File: src/rtl/pmwctl_defs.vh
`ifndef PMWCTL_DEFS_VH
`define PMWCTL_DEFS_VH
`define PMW_ADDR_WATCHDOG_CONTROL      4'h0
`define PMW_ADDR_MODE      4'h4
`define PMW_ADDR_STATUS    4'h8
`define PMW_ADDR_WAKE      4'hC
`define PMW_ADDR_W         4
`define PMW_WATCHDOG_CONTROL_RESET     8'h53
`define PMW_KEY_OFF        5'h15
`define PMW_KEY_ON         5'h0A
`define PMW_KEY_HI         7
`define PMW_KEY_LO         3
`define PMW_SEL_HI         2
`define PMW_SEL_LO         0
`define PMW_WDT_MIN_LOG2   8
`define PMW_WDT_MAX_LOG2   18
`define PMW_KEY_DLY_LS     2'h2
`define PMW_STAB_CYCLES    4'h4
`define PMW_RESP_OKAY      2'h0
`define PMW_RESP_SLVERR    2'h2
`endif

File: src/rtl/pmwctl_sync.v
`timescale 1ns/1ps
module pmwctl_sync #(
  parameter W = 1
) (
  input  wire         clk,
  input  wire         srst,
  input  wire [W-1:0] d,
  output wire [W-1:0] q
);
  reg [W-1:0] s1_reg;
  reg [W-1:0] s2_reg;
  always @(posedge clk) begin
    if (srst) begin
      s1_reg <= {W{1'b1}};
      s2_reg <= {W{1'b1}};
    end else begin
      s1_reg <= d;
      s2_reg <= s1_reg;
    end
  end
  assign q = s2_reg;
endmodule

File: src/rtl/pmwctl_top.v
// Design decisions made here: the AXI4-Lite interface to the registers and the register offsets.
`timescale 1ns/1ps
`include "pmwctl_defs.vh"
module pmwctl_top #(
  parameter NPA = 8,
  parameter NIRQ = 4
) (
  input  wire            clk,
  input  wire            srst,
  input  wire            ls_tick,
  input  wire            wdt_always_on,
  input  wire            halt_exec,
  input  wire            clrwdt_exec,
  input  wire            ext_reset_n,
  input  wire [NPA-1:0]  porta_in,
  input  wire [NIRQ-1:0] irq_req,
  input  wire [NIRQ-1:0] irq_en,
  input  wire            stack_full,
  output reg             sysclk_en,
  output reg             timebase_en,
  output reg             subclk_en,
  output reg             core_stall,
  output reg             irq_vector,
  output reg             full_reset,
  output reg             wdt_reset,
  output reg             key_reset,
  output reg             pc_sp_reset,
  output reg  [2:0]      mode_state,
  input  wire [31:0]     s_axi_awaddr,
  input  wire            s_axi_awvalid,
  output reg             s_axi_awready,
  input  wire [31:0]     s_axi_wdata,
  input  wire [3:0]      s_axi_wstrb,
  input  wire            s_axi_wvalid,
  output reg             s_axi_wready,
  output reg  [1:0]      s_axi_bresp,
  output reg             s_axi_bvalid,
  input  wire            s_axi_bready,
  input  wire [31:0]     s_axi_araddr,
  input  wire            s_axi_arvalid,
  output reg             s_axi_arready,
  output reg  [31:0]     s_axi_rdata,
  output reg  [1:0]      s_axi_rresp,
  output reg             s_axi_rvalid,
  input  wire            s_axi_rready
);
  localparam ST_RUN   = 3'd0;
  localparam ST_DEEP  = 3'd1;
  localparam ST_LPWDT = 3'd2;
  localparam ST_HSUB  = 3'd3;
  localparam ST_HFULL = 3'd4;
  localparam ST_STAB  = 3'd5;

  reg  [7:0]     watchdog_control_reg;
  reg            idle_select_reg;
  reg            idle_sysclk_keep_reg;
  reg            powerdown_flag_reg;
  reg            watchdog_timeout_flag_reg;
  reg            wdt_key_reset_flag_reg;
  reg  [NPA-1:0] porta_wake_enable_reg;
  reg  [NPA-1:0] pa_prev_reg;
  reg  [NIRQ-1:0] irq_prev_reg;
  reg  [NIRQ-1:0] irq_mask_reg;
  reg  [18:0]    wdt_cnt_reg;
  reg  [1:0]     key_dly_reg;
  reg  [3:0]     stab_reg;
  reg            irq_wake_reg;
  reg  [3:0]     aw_addr_reg;
  reg  [31:0]    w_data_reg;
  reg  [3:0]     w_strb_reg;
  reg            aw_have_reg;
  reg            w_have_reg;
  wire [NPA-1:0] pa_s;
  wire           ext_rst_s_n;
  wire [NIRQ-1:0] irq_s;

  // Pins arrive asynchronously to clk
  pmwctl_sync #(.W(NPA + 1 + NIRQ)) u_sync (
    .clk  (clk),
    .srst (srst),
    .d    ({porta_in, ext_reset_n, irq_req}),
    .q    ({pa_s, ext_rst_s_n, irq_s})
  );

  wire [4:0] key = watchdog_control_reg[`PMW_KEY_HI:`PMW_KEY_LO];
  wire [2:0] psel = watchdog_control_reg[`PMW_SEL_HI:`PMW_SEL_LO];
  wire key_valid = (key == `PMW_KEY_ON) || (key == `PMW_KEY_OFF);
  wire wdt_on = (key == `PMW_KEY_ON) || (wdt_always_on && key == `PMW_KEY_OFF);
  wire sleeping = (mode_state == ST_DEEP) || (mode_state == ST_LPWDT) ||
                  (mode_state == ST_HSUB) || (mode_state == ST_HFULL);

  // Overflow tap; codes 010 and 011 share 2^12
  reg [4:0] tap;
  always @* begin
    case (psel)
      3'd0: tap = 5'd8;
      3'd1: tap = 5'd10;
      3'd2: tap = 5'd12;
      3'd3: tap = 5'd12;
      3'd4: tap = 5'd15;
      3'd5: tap = 5'd16;
      3'd6: tap = 5'd17;
      default: tap = 5'd18;
    endcase
  end
  wire wdt_ovf = wdt_cnt_reg[tap];

  // Falling edge on enabled pin, sampled on clk which runs in all states
  wire pa_wake = |(pa_prev_reg & ~pa_s & porta_wake_enable_reg);
  // Only fresh requests not pending at halt wake
  wire [NIRQ-1:0] irq_new = irq_s & ~irq_prev_reg & ~irq_mask_reg;
  wire irq_wake = |irq_new;
  // Enabled and stack room means vector
  wire irq_serv = |(irq_new & irq_en) && !stack_full;

  wire wr_go = aw_have_reg && w_have_reg && !s_axi_bvalid;
  wire ovf_ev = wdt_on && wdt_ovf && (mode_state != ST_DEEP);

  always @(posedge clk) begin
    if (srst) begin
      mode_state <= ST_RUN;
      sysclk_en <= 1'b1;
      timebase_en <= 1'b1;
      subclk_en <= 1'b1;
      core_stall <= 1'b0;
      irq_vector <= 1'b0;
      full_reset <= 1'b0;
      wdt_reset <= 1'b0;
      key_reset <= 1'b0;
      pc_sp_reset <= 1'b0;
      wdt_cnt_reg <= 19'h0_0000;
      key_dly_reg <= 2'h0;
      stab_reg <= 4'h0;
      irq_wake_reg <= 1'b0;
      irq_mask_reg <= {NIRQ{1'b0}};
      irq_prev_reg <= {NIRQ{1'b1}};
      pa_prev_reg <= {NPA{1'b1}};
      powerdown_flag_reg <= 1'b0;
      watchdog_timeout_flag_reg <= 1'b0;
    end else begin
      pa_prev_reg <= pa_s;
      irq_prev_reg <= irq_s;
      irq_vector <= 1'b0;
      full_reset <= 1'b0;
      wdt_reset <= 1'b0;
      key_reset <= 1'b0;
      pc_sp_reset <= 1'b0;
      // Bad key counted in slow ticks
      if (key_valid) begin
        key_dly_reg <= 2'h0;
      end else if (ls_tick) begin
        if (key_dly_reg == `PMW_KEY_DLY_LS) begin
          key_reset <= 1'b1;
          key_dly_reg <= 2'h0;
        end else begin
          key_dly_reg <= key_dly_reg + 2'h1;
        end
      end
      // Watchdog counts slow ticks when enabled
      if (clrwdt_exec || halt_exec && !sleeping || ovf_ev || !wdt_on) begin
        wdt_cnt_reg <= 19'h0_0000;
      end else if (ls_tick) begin
        wdt_cnt_reg <= wdt_cnt_reg + 19'h0_0001;
      end
      if (clrwdt_exec && !sleeping) begin
        powerdown_flag_reg <= 1'b0;
      end
      case (mode_state)
        ST_RUN: begin
          core_stall <= 1'b0;
          if (halt_exec) begin
            powerdown_flag_reg <= 1'b1;
            watchdog_timeout_flag_reg <= 1'b0;
            irq_mask_reg <= irq_s;
            core_stall <= 1'b1;
            sysclk_en <= 1'b0;
            if (!idle_select_reg && !wdt_on) begin
              mode_state <= ST_DEEP;
              timebase_en <= 1'b0;
              subclk_en <= 1'b0;
            end else if (!idle_select_reg) begin
              mode_state <= ST_LPWDT;
              timebase_en <= 1'b0;
            end else if (!idle_sysclk_keep_reg) begin
              // Time base and sub clock on
              mode_state <= ST_HSUB;
            end else begin
              mode_state <= ST_HFULL;
              sysclk_en <= 1'b1;
            end
          end else if (ovf_ev) begin
            watchdog_timeout_flag_reg <= 1'b1;
            wdt_reset <= 1'b1;
          end
        end
        ST_DEEP, ST_LPWDT, ST_HSUB, ST_HFULL: begin
          if (!ext_rst_s_n) begin
            full_reset <= 1'b1;
            mode_state <= ST_STAB;
            stab_reg <= `PMW_STAB_CYCLES;
            irq_wake_reg <= 1'b0;
          end else if (ovf_ev) begin
            // Flag set, wdt_reset and pc_sp_reset pulse, no full_reset
            watchdog_timeout_flag_reg <= 1'b1;
            wdt_reset <= 1'b1;
            pc_sp_reset <= 1'b1;
            mode_state <= ST_STAB;
            stab_reg <= `PMW_STAB_CYCLES;
            irq_wake_reg <= 1'b0;
          end else if (pa_wake || irq_wake) begin
            // Unserved irq stays pending at source
            irq_wake_reg <= irq_serv;
            mode_state <= ST_STAB;
            stab_reg <= `PMW_STAB_CYCLES;
          end
        end
        ST_STAB: begin
          sysclk_en <= 1'b1;
          timebase_en <= 1'b1;
          subclk_en <= 1'b1;
          if (stab_reg == 4'h0) begin
            core_stall <= 1'b0;
            irq_vector <= irq_wake_reg;
            mode_state <= ST_RUN;
          end else begin
            stab_reg <= stab_reg - 4'h1;
          end
        end
        default: mode_state <= ST_RUN;
      endcase
    end
  end

  // AXI4-Lite write path
  wire [7:0] wb = w_data_reg[7:0];
  always @(posedge clk) begin
    if (srst) begin
      s_axi_awready <= 1'b1;
      s_axi_wready <= 1'b1;
      s_axi_bvalid <= 1'b0;
      s_axi_bresp <= `PMW_RESP_OKAY;
      aw_have_reg <= 1'b0;
      w_have_reg <= 1'b0;
      aw_addr_reg <= 4'h0;
      w_data_reg <= 32'h0000_0000;
      w_strb_reg <= 4'h0;
      watchdog_control_reg <= `PMW_WATCHDOG_CONTROL_RESET;
      idle_select_reg <= 1'b0;
      idle_sysclk_keep_reg <= 1'b0;
      porta_wake_enable_reg <= {NPA{1'b0}};
      wdt_key_reset_flag_reg <= 1'b0;
    end else begin
      if (s_axi_awvalid && s_axi_awready) begin
        // Upper address bits force an unmapped offset, so nothing aliases
        aw_addr_reg <= s_axi_awaddr[3:0] | {4{|s_axi_awaddr[31:`PMW_ADDR_W]}};
        aw_have_reg <= 1'b1;
        s_axi_awready <= 1'b0;
      end
      if (s_axi_wvalid && s_axi_wready) begin
        w_data_reg <= s_axi_wdata;
        w_strb_reg <= s_axi_wstrb;
        w_have_reg <= 1'b1;
        s_axi_wready <= 1'b0;
      end
      if (wr_go) begin
        aw_have_reg <= 1'b0;
        w_have_reg <= 1'b0;
        s_axi_bvalid <= 1'b1;
        s_axi_bresp <= `PMW_RESP_OKAY;
        if (w_strb_reg[0]) begin
          case (aw_addr_reg)
            `PMW_ADDR_WATCHDOG_CONTROL: watchdog_control_reg <= wb;
            `PMW_ADDR_MODE: begin
              idle_select_reg <= wb[0];
              idle_sysclk_keep_reg <= wb[1];
            end
            `PMW_ADDR_STATUS: begin
              if (!wb[2]) begin
                wdt_key_reset_flag_reg <= 1'b0;
              end
            end
            `PMW_ADDR_WAKE: porta_wake_enable_reg <= w_data_reg[NPA-1:0];
            default: s_axi_bresp <= `PMW_RESP_SLVERR;
          endcase
        end
      end
      if (s_axi_bvalid && s_axi_bready) begin
        s_axi_bvalid <= 1'b0;
        s_axi_awready <= 1'b1;
        s_axi_wready <= 1'b1;
      end
      if (key_reset) begin
        wdt_key_reset_flag_reg <= 1'b1;
        watchdog_control_reg <= `PMW_WATCHDOG_CONTROL_RESET;
      end
    end
  end

  // AXI4-Lite read path
  always @(posedge clk) begin
    if (srst) begin
      s_axi_arready <= 1'b1;
      s_axi_rvalid <= 1'b0;
      s_axi_rdata <= 32'h0000_0000;
      s_axi_rresp <= `PMW_RESP_OKAY;
    end else begin
      if (s_axi_arvalid && s_axi_arready) begin
        s_axi_arready <= 1'b0;
        s_axi_rvalid <= 1'b1;
        s_axi_rresp <= `PMW_RESP_OKAY;
        case (s_axi_araddr[3:0] | {4{|s_axi_araddr[31:`PMW_ADDR_W]}})
          `PMW_ADDR_WATCHDOG_CONTROL: s_axi_rdata <= {24'h00_0000, watchdog_control_reg};
          `PMW_ADDR_MODE: s_axi_rdata <= {27'h000_0000, mode_state,
                                          idle_sysclk_keep_reg, idle_select_reg};
          `PMW_ADDR_STATUS: s_axi_rdata <= {29'h0000_0000, wdt_key_reset_flag_reg,
                                            watchdog_timeout_flag_reg,
                                            powerdown_flag_reg};
          `PMW_ADDR_WAKE: s_axi_rdata <= {{(32-NPA){1'b0}}, porta_wake_enable_reg};
          default: begin
            s_axi_rdata <= 32'h0000_0000;
            s_axi_rresp <= `PMW_RESP_SLVERR;
          end
        endcase
      end
      if (s_axi_rvalid && s_axi_rready) begin
        s_axi_rvalid <= 1'b0;
        s_axi_arready <= 1'b1;
      end
    end
  end
endmodule

File: config.mk
export PLATFORM = sky130hd
export DESIGN_NAME = pmwctl_top
export DESIGN_NICKNAME = d
export VERILOG_FILES = /design/src/rtl/pmwctl_sync.v /design/src/rtl/pmwctl_top.v
export VERILOG_INCLUDE_DIRS = /design/src /design/src/rtl
export SDC_FILE = /design/constraint.sdc
export NUM_CORES = 1
export LEC_CHECK = 0
export ABC_AREA = 1
export BUFFER_PORTS_ARGS = -buffer_cell sky130_fd_sc_hd__buf_4
export CORE_UTILIZATION = 45
export DETAILED_ROUTE_END_ITERATION = 8
export PLACE_DENSITY = 0.76
export SETUP_SLACK_MARGIN = 0.2
export SLEW_MARGIN = 20
export SYNTH_ARGS = -nofsm -noshare
export SYNTH_HDL_FRONTEND = slang
export SYNTH_SLANG_ARGS = --single-unit
File: constraint.sdc
create_clock -name clk -period 3.2 [get_ports clk]
set_clock_uncertainty 0.1 [all_clocks]
set_input_delay 0.64 -clock clk [delete_from_list [all_inputs] [get_ports clk]]
set_output_delay 0.64 -clock clk [all_outputs]
set_load 0.005 [all_outputs]
# After elaboration in Yosys (flattened, before gate mapping)
# Index checks and enable logic that the tools add are counted.
# classes
add_sub_neg,3
n_lt_le_gt_ge,1
n_eq_ne,30
n_mux,58
n_bitwise,14
n_reduce_logical,70
# op_table
cell,n
OR reduction 28 bit,2
one-hot mux 8 bit (4 select lines),1
two-way mux 1 bit,31
one-hot mux 5 bit (6 select lines),1
two-way mux 3 bit,8
AND reduction 3 bit,7
OR reduction 4 bit,5
"adder 19 x 1 -> 19 bit, second input constant",1
AND 8 bit,2
"== test 4 bit, second input constant",4
two-way mux 4 bit,4
OR reduction 2 bit,8
"== test 3 bit, second input constant",5
logical AND 1 bit,14
AND 4 bit,3
"== test 3 x 2 -> 1 bit, second input constant",4
logical NOT 4 bit,3
one-hot mux 1 bit (2 select lines),6
nonzero test 2 bit,6
"inequality test 2 bit, second input constant",5
AND reduction 2 bit,5
logical OR 1 bit,9
one-hot mux 3 bit (3 select lines),1
"== test 4 x 3 -> 1 bit, second input constant",2
other kinds (23),39
# word_totals
regBits,157
in_bits,129
out_inout_bits,53

# Logic depth before layout (Yosys ltp)
# Gate-level depths: netlist of run 1.
# logic_depth
depth_word,10
depth_mapped,15

# Cells and area by module
# A second synthesis of run 1 with hierarchy kept.
# unflattened
cells_unflattened,768
area_unflattened_um2,5746.8
# by_module_without_submodules
mod,n_inst,cells_each,area_each_um2,seq_area_each_um2
pmwctl_top,1,687,4994.8,2102.0
pmwctl_sync,1,81,752.0,520.5

# Worst setup path after synthesis of run 1
# Ideal clock, no wire load.
# synth_timing
path_kind,input port to flip-flop
startpoint,in s_axi_araddr[15]
endpoint,reg s_axi_rdata[4]
setup_time_ps,70
t_arrival_ps,1742
required_time_ps,3030
setup_slack_ps,1288
path_stages,11
n_path_buf,0
path_cell_list,nor2_1 > nand2_1 > nor2_1 > nand4_1 > nor2_4 > nand3_1 > inv_1 > nand2_1 > nand3_1 > nand2_1 > a21oi_1
# synth_between
elab_chain_len,4
# synth_rtl
item,line,text
"start, declared",pmwctl_top.v:39,"input wire [31:0] s_axi_araddr,"
OR reduction 28 bit (*),pmwctl_top.v:311,case (s_axi_araddr[3:0] | {4{|s_axi_araddr[31:`PMW_ADDR_W]}})
OR 4 bit (*),pmwctl_top.v:311,
== test 4 bit (tied with other cells),pmwctl_top.v:311,
one-hot mux 8 bit (4 select lines) (*),pmwctl_top.v:311,
"end signal, assigned",pmwctl_top.v:312,"`PMW_ADDR_WATCHDOG_CONTROL: s_axi_rdata <= {24'h00_0000, watchdog_control_reg};"
"end signal, assigned",pmwctl_top.v:313,"`PMW_ADDR_MODE: s_axi_rdata <= {27'h000_0000, mode_state,"
"end signal, assigned",pmwctl_top.v:315,"`PMW_ADDR_STATUS: s_axi_rdata <= {29'h0000_0000, wdt_key_reset_flag_reg,"
"end, declared",pmwctl_top.v:42,"output reg [31:0] s_axi_rdata,"
# Every way passes the cells marked *; elsewhere a longest branch is shown, timed or not.
# A chain may end at the register's enable or synchronous reset.

# Worst setup path after layout of run 1
# layout_timing
startpoint,reg watchdog_control_reg[1]
endpoint,reg wdt_cnt_reg[8]
# layout_between
elab_chain_len,10
# layout_rtl
item,line,text
"start, declared",pmwctl_top.v:54,reg [7:0] watchdog_control_reg;
"start signal, assigned",pmwctl_top.v:247,watchdog_control_reg <= `PMW_WATCHDOG_CONTROL_RESET;
"start signal, assigned",pmwctl_top.v:272,`PMW_ADDR_WATCHDOG_CONTROL: watchdog_control_reg <= wb;
"start signal, assigned",pmwctl_top.v:294,watchdog_control_reg <= `PMW_WATCHDOG_CONTROL_RESET;
== test 3 x 2 -> 1 bit,pmwctl_top.v:95,case (psel)
OR reduction 2 bit (no source line),-,
one-hot mux 5 bit (6 select lines) (*),pmwctl_top.v:95,
binary-select mux 1 bit (select 5 bit) (*),pmwctl_top.v:106,wire wdt_ovf = wdt_cnt_reg[tap];
two-way mux 1 bit (not written as such) (*),pmwctl_top.v:106,
logical AND 1 bit (*) (2 in a row),pmwctl_top.v:117,wire ovf_ev = wdt_on && wdt_ovf && (mode_state != ST_DEEP);
logical OR 1 bit (*) (2 in a row),pmwctl_top.v:160,if (clrwdt_exec || halt_exec && !sleeping || ovf_ev || !wdt_on) begin
OR reduction 2 bit (no source line) (*),-,
"end signal, assigned",pmwctl_top.v:163,wdt_cnt_reg <= wdt_cnt_reg + 19'h0_0001;
"end, declared",pmwctl_top.v:64,reg [18:0] wdt_cnt_reg;
# Every way passes the cells marked *; elsewhere a longest branch is shown, timed or not. The select of a mux whose other input is x is not followed.

==> results of run 1 <==
==> stage by stage <==
stage | std cells | util
final | 1056 | 0.599
after global placement | 1024 | 0.548
after CTS | 1056 | 0.599
after detailed placement | 1024 | 0.548
after global routing | 1056 | 0.599
after floorplan | 768 | -
==> where the power goes <==
part / switching, mW / total, mW / internal [mW] / leakage [nW]
Sequential: 0.0831 / 1.84 / 1.75 / 1.07
Combinational: 0.528 / 0.887 / 0.359 / 1.86
Clock: 0.761 / 2.01 / 1.24 / 0.293
==> kinds of logic after synthesis <==
logic type,count (synthesis),share of synthesized area
simple gates,369,0.308
flops,131,0.463
buf+inv,120,0.102
compound gates,109,0.106
xor+xnor,11,0.0170
fa+ha+maj,2,0.00441
other cells,1,0.000661
==> layer usage <==
layer / vias to the layer above / part of all wire
li1: 2628 / -
met1: 2230 / 0.44
met2: 156 / 0.48
met3: 15 / 0.069
met4: 0 / 0.015
met5: - / 0
==> final timing paths <==
check	endpoint	slack, ns	cells after the start	from
worst min register to register	u_sync.q[2]	0.31	1	u_sync.s1_reg[2]
worst min-delay path	u_sync.s1_reg[7]	0.30	2	porta_in[2]
worst max-delay path	wdt_cnt_reg[8]	1.14	10	watchdog_control_reg[1]
worst max register to register	wdt_cnt_reg[8]	1.14	10	watchdog_control_reg[1]
==> worst max-delay path: cells and delay by family (launching register included) <==
family / cells / cell delay [ns]
compound gates: 1 / 0.33
simple gates: 9 / 1.01
flops: 1 / 0.53
==> cell type report <==
class                   instances  area (um^2)  area share
flip-flops and latches        131         2620       0.360
multi-input cells             517         2560       0.352
repair buffers                131          983       0.135
clock buffers                  17          425      0.0584
inverters                      77          289      0.0396
well taps                     168          210      0.0288
clock inverters                15          194      0.0266
==> placed cells by master, fill, tap and decap left out, types with 4 or more instances in the layout <==
cell	instances
xor2_1	8
conb_1	26
o21ai_0	45
or2_2	35
inv_1	72
inv_6	5
a21oi_1	49
nor3b_1	4
buf_4	131
nor2_1	100
dfxtp_1	131
clkbuf_16	17
nor3_1	14
nor2_4	4
nand3_1	35
nand2_1	126
nor4_1	12
nand4_1	16
nor2_2	7
nand2_2	5
==> key figures, run 1 <==
Global routing
  • All-Layer GR Usage: 0.195
  • Met2 GRT Util: 0.335
  • Vias in the first global route: 4,493
  • Met1 Usage GRT: 0.234
  • Initial antenna violation count: 0
  • Largest net degree at the start of global routing: 34
  • Busiest grt layer: met2
  • Met3 Usage GRT: 0.0556
  • First-pass GRT wire length: 20,000 um
  • Congestion Overflow GR: 0

Die
  • Die ar.: 13,100 um^2
  • Initial Util: 0.466
  • IO Pins: 182
  • Die X: 114 um
  • Core area: 12,200 um^2
  • Rows: 40
  • Die H: 114 um

Place
  • Detailed Place HPWL: 9090 um
  • Placed Area: 6670 um^2
  • Port bufs: 128
  • Dpl ws: 0.912 ns
  • Final Wtd Congestion: 0.840

Pwr
  • Static leakage: 3.23 nW
  • Total power: 4.73 mW
  • Worst VDD drop: 0.000399 V
  • Power per cell area: 649 nW/um^2

Synth
  • Largest area contributor in the netlist: dfxtp_1
  • Most numerous cell in the Yosys netlist: dfxtp_1
  • Commonest cells post-synth: dfxtp_1 (131), nand2_1 (126), nor2_1 (100), inv_1 (72), a21oi_1 (49)
  • Area share of the largest cell type after synthesis: 0.463
  • Yosys warnings: 0
  • Seq cells post-synth: 131
  • Post-Syn Area: 5670 um^2
  • Synth Flop Type: dfxtp_1
  • Sequential share of the synthesized area: 0.463
  • Syn Inst Count: 743
  • Syn Area/Cell: 7.63 um^2
  • Unique cell type count in the Yosys netlist: 41
  • Largest cells by area after synthesis: dfxtp_1 (46%), nand2_1 (8.3%), nor2_1 (6.6%)
  • Number of synthesized flops with an enable pin: 0
  • Async set or reset register ratio after synthesis: 0

Finish
  • Filler cells: 1,128
  • Final nets: 1,006
  • Antenna cells: 0
  • Max FFs per register: 19
  • Layout cells sized above 1: 0.253
  • Area growth syn-to-layout: 28.6%
  • Design Area, Final: 7290 um^2

Clocking
  • CTS HTree Levels: 4
  • PostCTS Resize Cnt: 0
  • Cts-stage hold buffer count: 0
  • Clock sink total: 131
  • Worst-path clk slew: 0.06 ns
  • Worst skew pair latency: 0.42 ns
  • CTS tree: yes
  • Clk buf depth: 2
  • Inserted Clock Buffers: 17
  • Post-CTS repair timing setup buffer count: 0
  • Root Driver: clkbuf_16

Job
  • Max-cap viol count: 0

Timing
  • Setup TNS: 0 ns
  • Worst slew margin relative to its limit: 0.564
  • Final worst setup slack: 1.14 ns
  • Fmax: 486 MHz
  • Measured slew at the worst slew-check pin: 0.654 ns
  • RSZ-0062 raised after global routing: no
  • Final hold vios: 0
  • Minimum clock period: 2.06 ns
  • Setup violators final: 0
  • Max-slew violations: 0
  • Final Cycle Share: 0.643
  • WHS: 0.302 ns

Setup path
  • Crit Path Class: register to register
  • Max stage delay cell, worst path: dfxtp_1
  • Worst-path maximum fanout: 19
  • Worst path cell trace: nor2_2 -> nand2_2 -> nand3_1 -> nand2_1 -> nand3_1 -> nand2_1 -> nand2_2 -> nand2_4 -> o2111ai_4 -> nor3b_1
  • Critical Path AT: 2.29 ns
  • Worst EP required: 3.43 ns
  • CP endpoint kind: register
  • Slowest stage delay, CP: 0.53 ns
  • Worst setup SP type: register

Drt
  • ANT nets after route: 0
  • DR DRC count: 0
  • Post-Route WL: 12,400 um
  • Vias: 5,029
  • DR vias/cell: 4.76
  • Drt initial violations: 256
  • Routed wire per std cell: 11.7 um
  • DRT Pass-1 Iters: 4

Min path
  • Worst min path class: primary input to register

Status
  • Status: completed
No activity file was read; power rests on OpenSTA's default activity.
==> run 2, diff against run 1 <==
--- a/config.mk
+++ b/config.mk
@@ -10,7 +10,7 @@
 export BUFFER_PORTS_ARGS = -buffer_cell sky130_fd_sc_hd__buf_4
 export CORE_UTILIZATION = 45
 export DETAILED_ROUTE_END_ITERATION = 8
-export PLACE_DENSITY = 0.76
+export PLACE_DENSITY = 0.79
 export SETUP_SLACK_MARGIN = 0.2
 export SLEW_MARGIN = 20
 export SYNTH_ARGS = -nofsm -noshare
==> constraint.sdc (replaced) <==
create_clock -name clk -period 1.84 [get_ports clk]
set_clock_uncertainty 0.1 [all_clocks]
set_input_delay 0.368 -clock clk [delete_from_list [all_inputs] [get_ports clk]]
set_output_delay 0.368 -clock clk [all_outputs]
set_load 0.005 [all_outputs]
==> key figures, run 2 (synthesis results as in run 1) <==
Finish
  • Max FFs per register: 19
  • FF+latch area: 2640 um^2
  • Final nets: 1,057
  • Layout cells sized above 1: 0.364
  • Area growth syn-to-layout: 43.9%
  • Filler cells: 1,017
  • Antenna cells: 0
  • Multi-input gate area: 2880 um^2
  • Commonest non-fill, non-tap cell in the layout: buf_4
  • Most frequent cells in the layout: buf_4 (168), dfxtp_1 (124), nand2_1 (120)

Setup path
  • Worst-path maximum fanout: 8
  • Worst setup SP type: register
  • Worst EP required: 2.08 ns
  • Worst r2r path cells: 12
  • Reg-to-Reg Start: watchdog_control_reg[1]
  • Crit Path Class: register to register
  • Critical Path AT: 2.18 ns
  • Worst r2r dst: wdt_cnt_reg[9]
  • CP endpoint kind: register
  • Worst reg2reg setup slack: -0.1 ns

Clocking
  • CTS tree: yes
  • Worst skew pair latency: 0.42 ns
  • Inserted Clock Buffers: 17
  • CTS HTree Levels: 4
  • Clock sink total: 131
  • Cts-stage hold buffer count: 0
  • Worst-path clk slew: 0.06 ns
  • Clk buf depth: 2
  • Root Driver: clkbuf_16

Timing
  • RSZ-0062 raised after global routing: yes
  • Setup violators final: 27
  • WHS: 0.0258 ns
  • Final Cycle Share: 1.05
  • Minimum clock period: 1.94 ns
  • Final hold vios: 0
  • Fmax: 516 MHz
  • Max-slew violations: 0
  • Final worst setup slack: -0.0991 ns

Drt
  • Routed wire per std cell: 13.1 um
  • DR DRC count: 0
  • Vias: 5,473
  • DR vias/cell: 4.94
  • ANT nets after route: 0
  • DRT Pass-1 Iters: 5
  • Drt initial violations: 293
  • Post-Route WL: 14,500 um

Die
  • Die H: 114 um
  • Die X: 114 um
  • Rows: 40
  • Initial Util: 0.466
  • IO Pins: 182
  • Die ar.: 13,100 um^2
  • Core area: 12,200 um^2

Pwr
  • Clock network fraction of design power: 0.399
  • Power per cell area: 1060 nW/um^2
  • Static leakage: 3.60 nW
  • Share of power burned in registers: 0.367
  • Worst VDD drop: 0.000641 V
  • Switching share of power: 0.292
  • Int Pwr: 6.13 mW
  • Combinational power share: 0.235
  • Sw Pwr: 2.53 mW

Place
  • Dpl ws: -0.0752 ns
  • Final Wtd Congestion: 0.842
  • Port bufs: 128
  • Detailed Place HPWL: 9480 um

Status
  • Failing checks: setup timing
  • Status: complete, but fails checks

Global routing
  • Congestion Overflow GR: 0
  • First-pass GRT wire length: 21,600 um
  • Vias in the first global route: 4,838
  • All-Layer GR Usage: 0.213
  • Largest net degree at the start of global routing: 32
  • Initial antenna violation count: 0

Job
  • Max-cap viol count: 0

Min path
  • Hold_sp: porta_in[4]
  • WHS Endpoint: u_sync.s1_reg[9]
  • Worst min path class: primary input to register
  • Hold Crit Depth: 2
## run 2: cell count changes in the layout (fill, tap and decap cells not counted), sizes merged
| cell | previous run | this run |
|---|---|---|
| clkbuf | 17 | 22 |
| inv | 81 | 76 |
| buf | 131 | 181 |
| clkinv | 5 | 6 |
## run 2: worst max-delay path: stages (launching register included)
cell and delay (ns):
dfxtp_2 0.32, buf_12 0.14, nor2_4 0.12, nand2_4 0.08
buf_6 0.13, nand3_2 0.07, nand3_2 0.07, nand2_2 0.08
nand2_2 0.06, nand2_4 0.09, o2111ai_4 0.19, buf_12 0.21
nor3b_2 0.18
## run 2: per-stage QoR
step	setup TNS, ns	util	total power [mW]	cells	area [um^2]
detailed placement	-0.504	0.574	4.90	1058	6980
global placement	-0.0916	0.574	4.87	1058	6980
finish	-1.39	0.671	8.66	1107	8160
CTS	-0.0241	0.640	8.45	1096	7790
global route	-3.89	0.671	9.05	1107	8160
floorplan	0	-	4.32	768	5770
## run 2: cell type report
cell class	instances	share of cell area
timing repair buffer	182	0.185
multi-input combinational	517	0.353
clock inverter	11	0.0184
clock buffer	21	0.0565
sequential	131	0.323
inverter	77	0.0377
tap	168	0.0258
## run 2: timing repair
action / CTS / global route
resized for setup: 31 / 78
cloned: 2 / 1
pin swaps: 11 / 17
setup endpoints to repair: 37 / 53
setup buffers: 4 / 10
## run 2: layer usage
metal	up-vias	wire length, um	GRT usage
li1	2726	-	-
met4	0	349	0.101
met2	232	7250	0.373
met5	-	0	0
met3	32	1080	0.0524
met1	2483	5860	0.243
## run 2: power by group through the flow
stage               Sequential [mW]  Combinational, mW  Clock (mW)
floorplan                      3.21               1.11           0
global placement               3.22               1.65           0
detailed placement             3.22               1.68           0
CTS                            3.16               1.78        3.50
global route                   3.20               2.22        3.63
finish                         3.18               2.03        3.45
## run 2: how the worst max path moves through the flow
stage	start	endpoint	slack [ns]
detailed placement	s_axi_araddr[0]	s_axi_rdata[4]	-0.08
global placement	watchdog_control_reg[1]	mode_state[2]	-0.02
CTS	watchdog_control_reg[1]	mode_state[0]	-0.02
floorplan	s_axi_araddr[15]	s_axi_rdata[4]	0.20
global route	wdt_cnt_reg[0]	wdt_cnt_reg[13]	-0.21
finish	watchdog_control_reg[1]	wdt_cnt_reg[9]	-0.1
==> run 3, diff against run 2 <==
--- a/config.mk
+++ b/config.mk
@@ -12,7 +12,9 @@
 export DETAILED_ROUTE_END_ITERATION = 8
 export PLACE_DENSITY = 0.79
 export SETUP_SLACK_MARGIN = 0.2
+export SKIP_CTS_REPAIR_TIMING = 1
 export SLEW_MARGIN = 20
 export SYNTH_ARGS = -nofsm -noshare
 export SYNTH_HDL_FRONTEND = slang
 export SYNTH_SLANG_ARGS = --single-unit
+export TNS_END_PERCENT = 100
==> key figures, run 3 (synthesis results as in run 1) <==
Finish
  • Antenna cells: 0
  • Most frequent cells in the layout: buf_4 (167), nand2_1 (123), dfxtp_1 (121)
  • Final core occ: 0.655
  • Area growth syn-to-layout: 40.4%
  • Layout cells sized above 1: 0.352
  • Final nets: 1,052
  • Max FFs per register: 19
  • Commonest non-fill, non-tap cell in the layout: buf_4

Timing
  • Setup TNS: -0.409 ns
  • Setup violators final: 9
  • Final worst setup slack: -0.0796 ns
  • Max-slew violations: 0
  • Final hold vios: 0
  • Minimum clock period: 1.92 ns
  • RSZ-0062 raised after global routing: yes
  • Final Cycle Share: 1.04
  • Fmax: 521 MHz

Place
  • Detailed Place HPWL: 9480 um
  • Dpl ws: -0.0752 ns
  • Port bufs: 128
  • Final Wtd Congestion: 0.842

Die
  • Die H: 114 um
  • Die ar.: 13,100 um^2
  • IO Pins: 182
  • Die X: 114 um
  • Core area: 12,200 um^2
  • Rows: 40
  • Initial Util: 0.466

Setup path
  • Worst Setup EP: mode_state[0]
  • CP endpoint kind: register
  • Crit Path Class: register to register
  • Worst r2r dst: mode_state[0]
  • Reg-to-Reg Start: watchdog_control_reg[1]
  • Worst reg2reg setup slack: -0.08 ns
  • Worst setup SP type: register
  • Worst EP required: 2.10 ns
  • Critical Path AT: 2.18 ns
  • Worst-path maximum fanout: 8
  • Worst r2r path cells: 14
  • Crit path launch: watchdog_control_reg[1]

Global routing
  • Vias in the first global route: 4,685
  • Largest net degree at the start of global routing: 32
  • Congestion Overflow GR: 0
  • All-Layer GR Usage: 0.205
  • First-pass GRT wire length: 20,800 um
  • Initial antenna violation count: 0

Drt
  • DRT Pass-1 Iters: 5
  • DR DRC count: 0
  • DR vias/cell: 4.83
  • Post-Route WL: 13,900 um
  • Routed wire per std cell: 12.6 um
  • ANT nets after route: 0
  • Vias: 5,323
  • Drt initial violations: 292

Status
  • Failing checks: setup timing
  • Status: complete, but fails checks

Clocking
  • Root Driver: clkbuf_16
  • Worst skew pair latency: 0.43 ns
  • CTS tree: yes
  • CTS HTree Levels: 4
  • Clock sink total: 131
  • Worst-path clk slew: 0.05 ns
  • Inserted Clock Buffers: 17
  • Clk buf depth: 2

Pwr
  • Power per cell area: 1070 nW/um^2
  • Total power: 8.53 mW
  • Static leakage: 3.54 nW
  • Worst VDD drop: 0.000627 V

Job
  • Max-cap viol count: 0

Min path
  • Worst min path class: primary input to register
-- run 3: worst min-delay path by stage --
stage                                 from               end  cells past startpoint
after global routing            irq_req[0]  u_sync.s1_reg[0]                      2
after global placement    u_sync.s1_reg[6]       u_sync.q[6]                      1
after detailed placement  u_sync.s1_reg[2]       u_sync.q[2]                      1
after floorplan           u_sync.s1_reg[0]       u_sync.q[0]                      1
final                          porta_in[1]  u_sync.s1_reg[6]                      2
after CTS                      porta_in[4]  u_sync.s1_reg[9]                      2
-- run 3: where the power goes --
part           leakage [nW]  total, mW  switching [mW]  internal [mW]
Sequential             1.08       3.17           0.125           3.05
Combinational          2.18       1.91            1.09          0.815
Clock                 0.294       3.45            1.24           2.21
Total                  3.54       8.53            2.46           6.07
-- run 3: worst max-delay path, stage by stage, from the launching register on --
cell	delay, ns
dfxtp_2	0.32
buf_12	0.14
nor2_4	0.12
nand2_4	0.08
buf_6	0.12
nand3_2	0.05
nand3_2	0.07
a21oi_2	0.18
nand2_4	0.09
buf_12	0.14
nand3_4	0.09
nand3_4	0.11
nand2_2	0.08
nand2_1	0.05
nor2_1	0.10
-- run 3: routing by layer --
layer	global-route usage	wire (um)	vias up
met5	0	0	-
met4	0.0848	203	0
met3	0.0635	902	13
met2	0.354	6910	179
met1	0.234	5880	2410
li1	-	-	2721
-- run 3: layout make-up --
class	instances	area, um^2
fill	1073	4200
inverter	77	295
sequential	131	2640
clock buffer	21	460
timing repair buffer	177	1400
multi-input combinational	517	2810
tap	168	210
clock inverter	11	150
-- run 3: metrics by stage --
step	instances	instance area [um^2]	hold slack (ns)
after floorplan	768	5770	0.289
after global placement	1058	6980	0.294
after detailed placement	1058	6980	0.292
after CTS	1090	7590	0.0143
after global routing	1102	7960	0.00839
final	1102	7960	0.0235
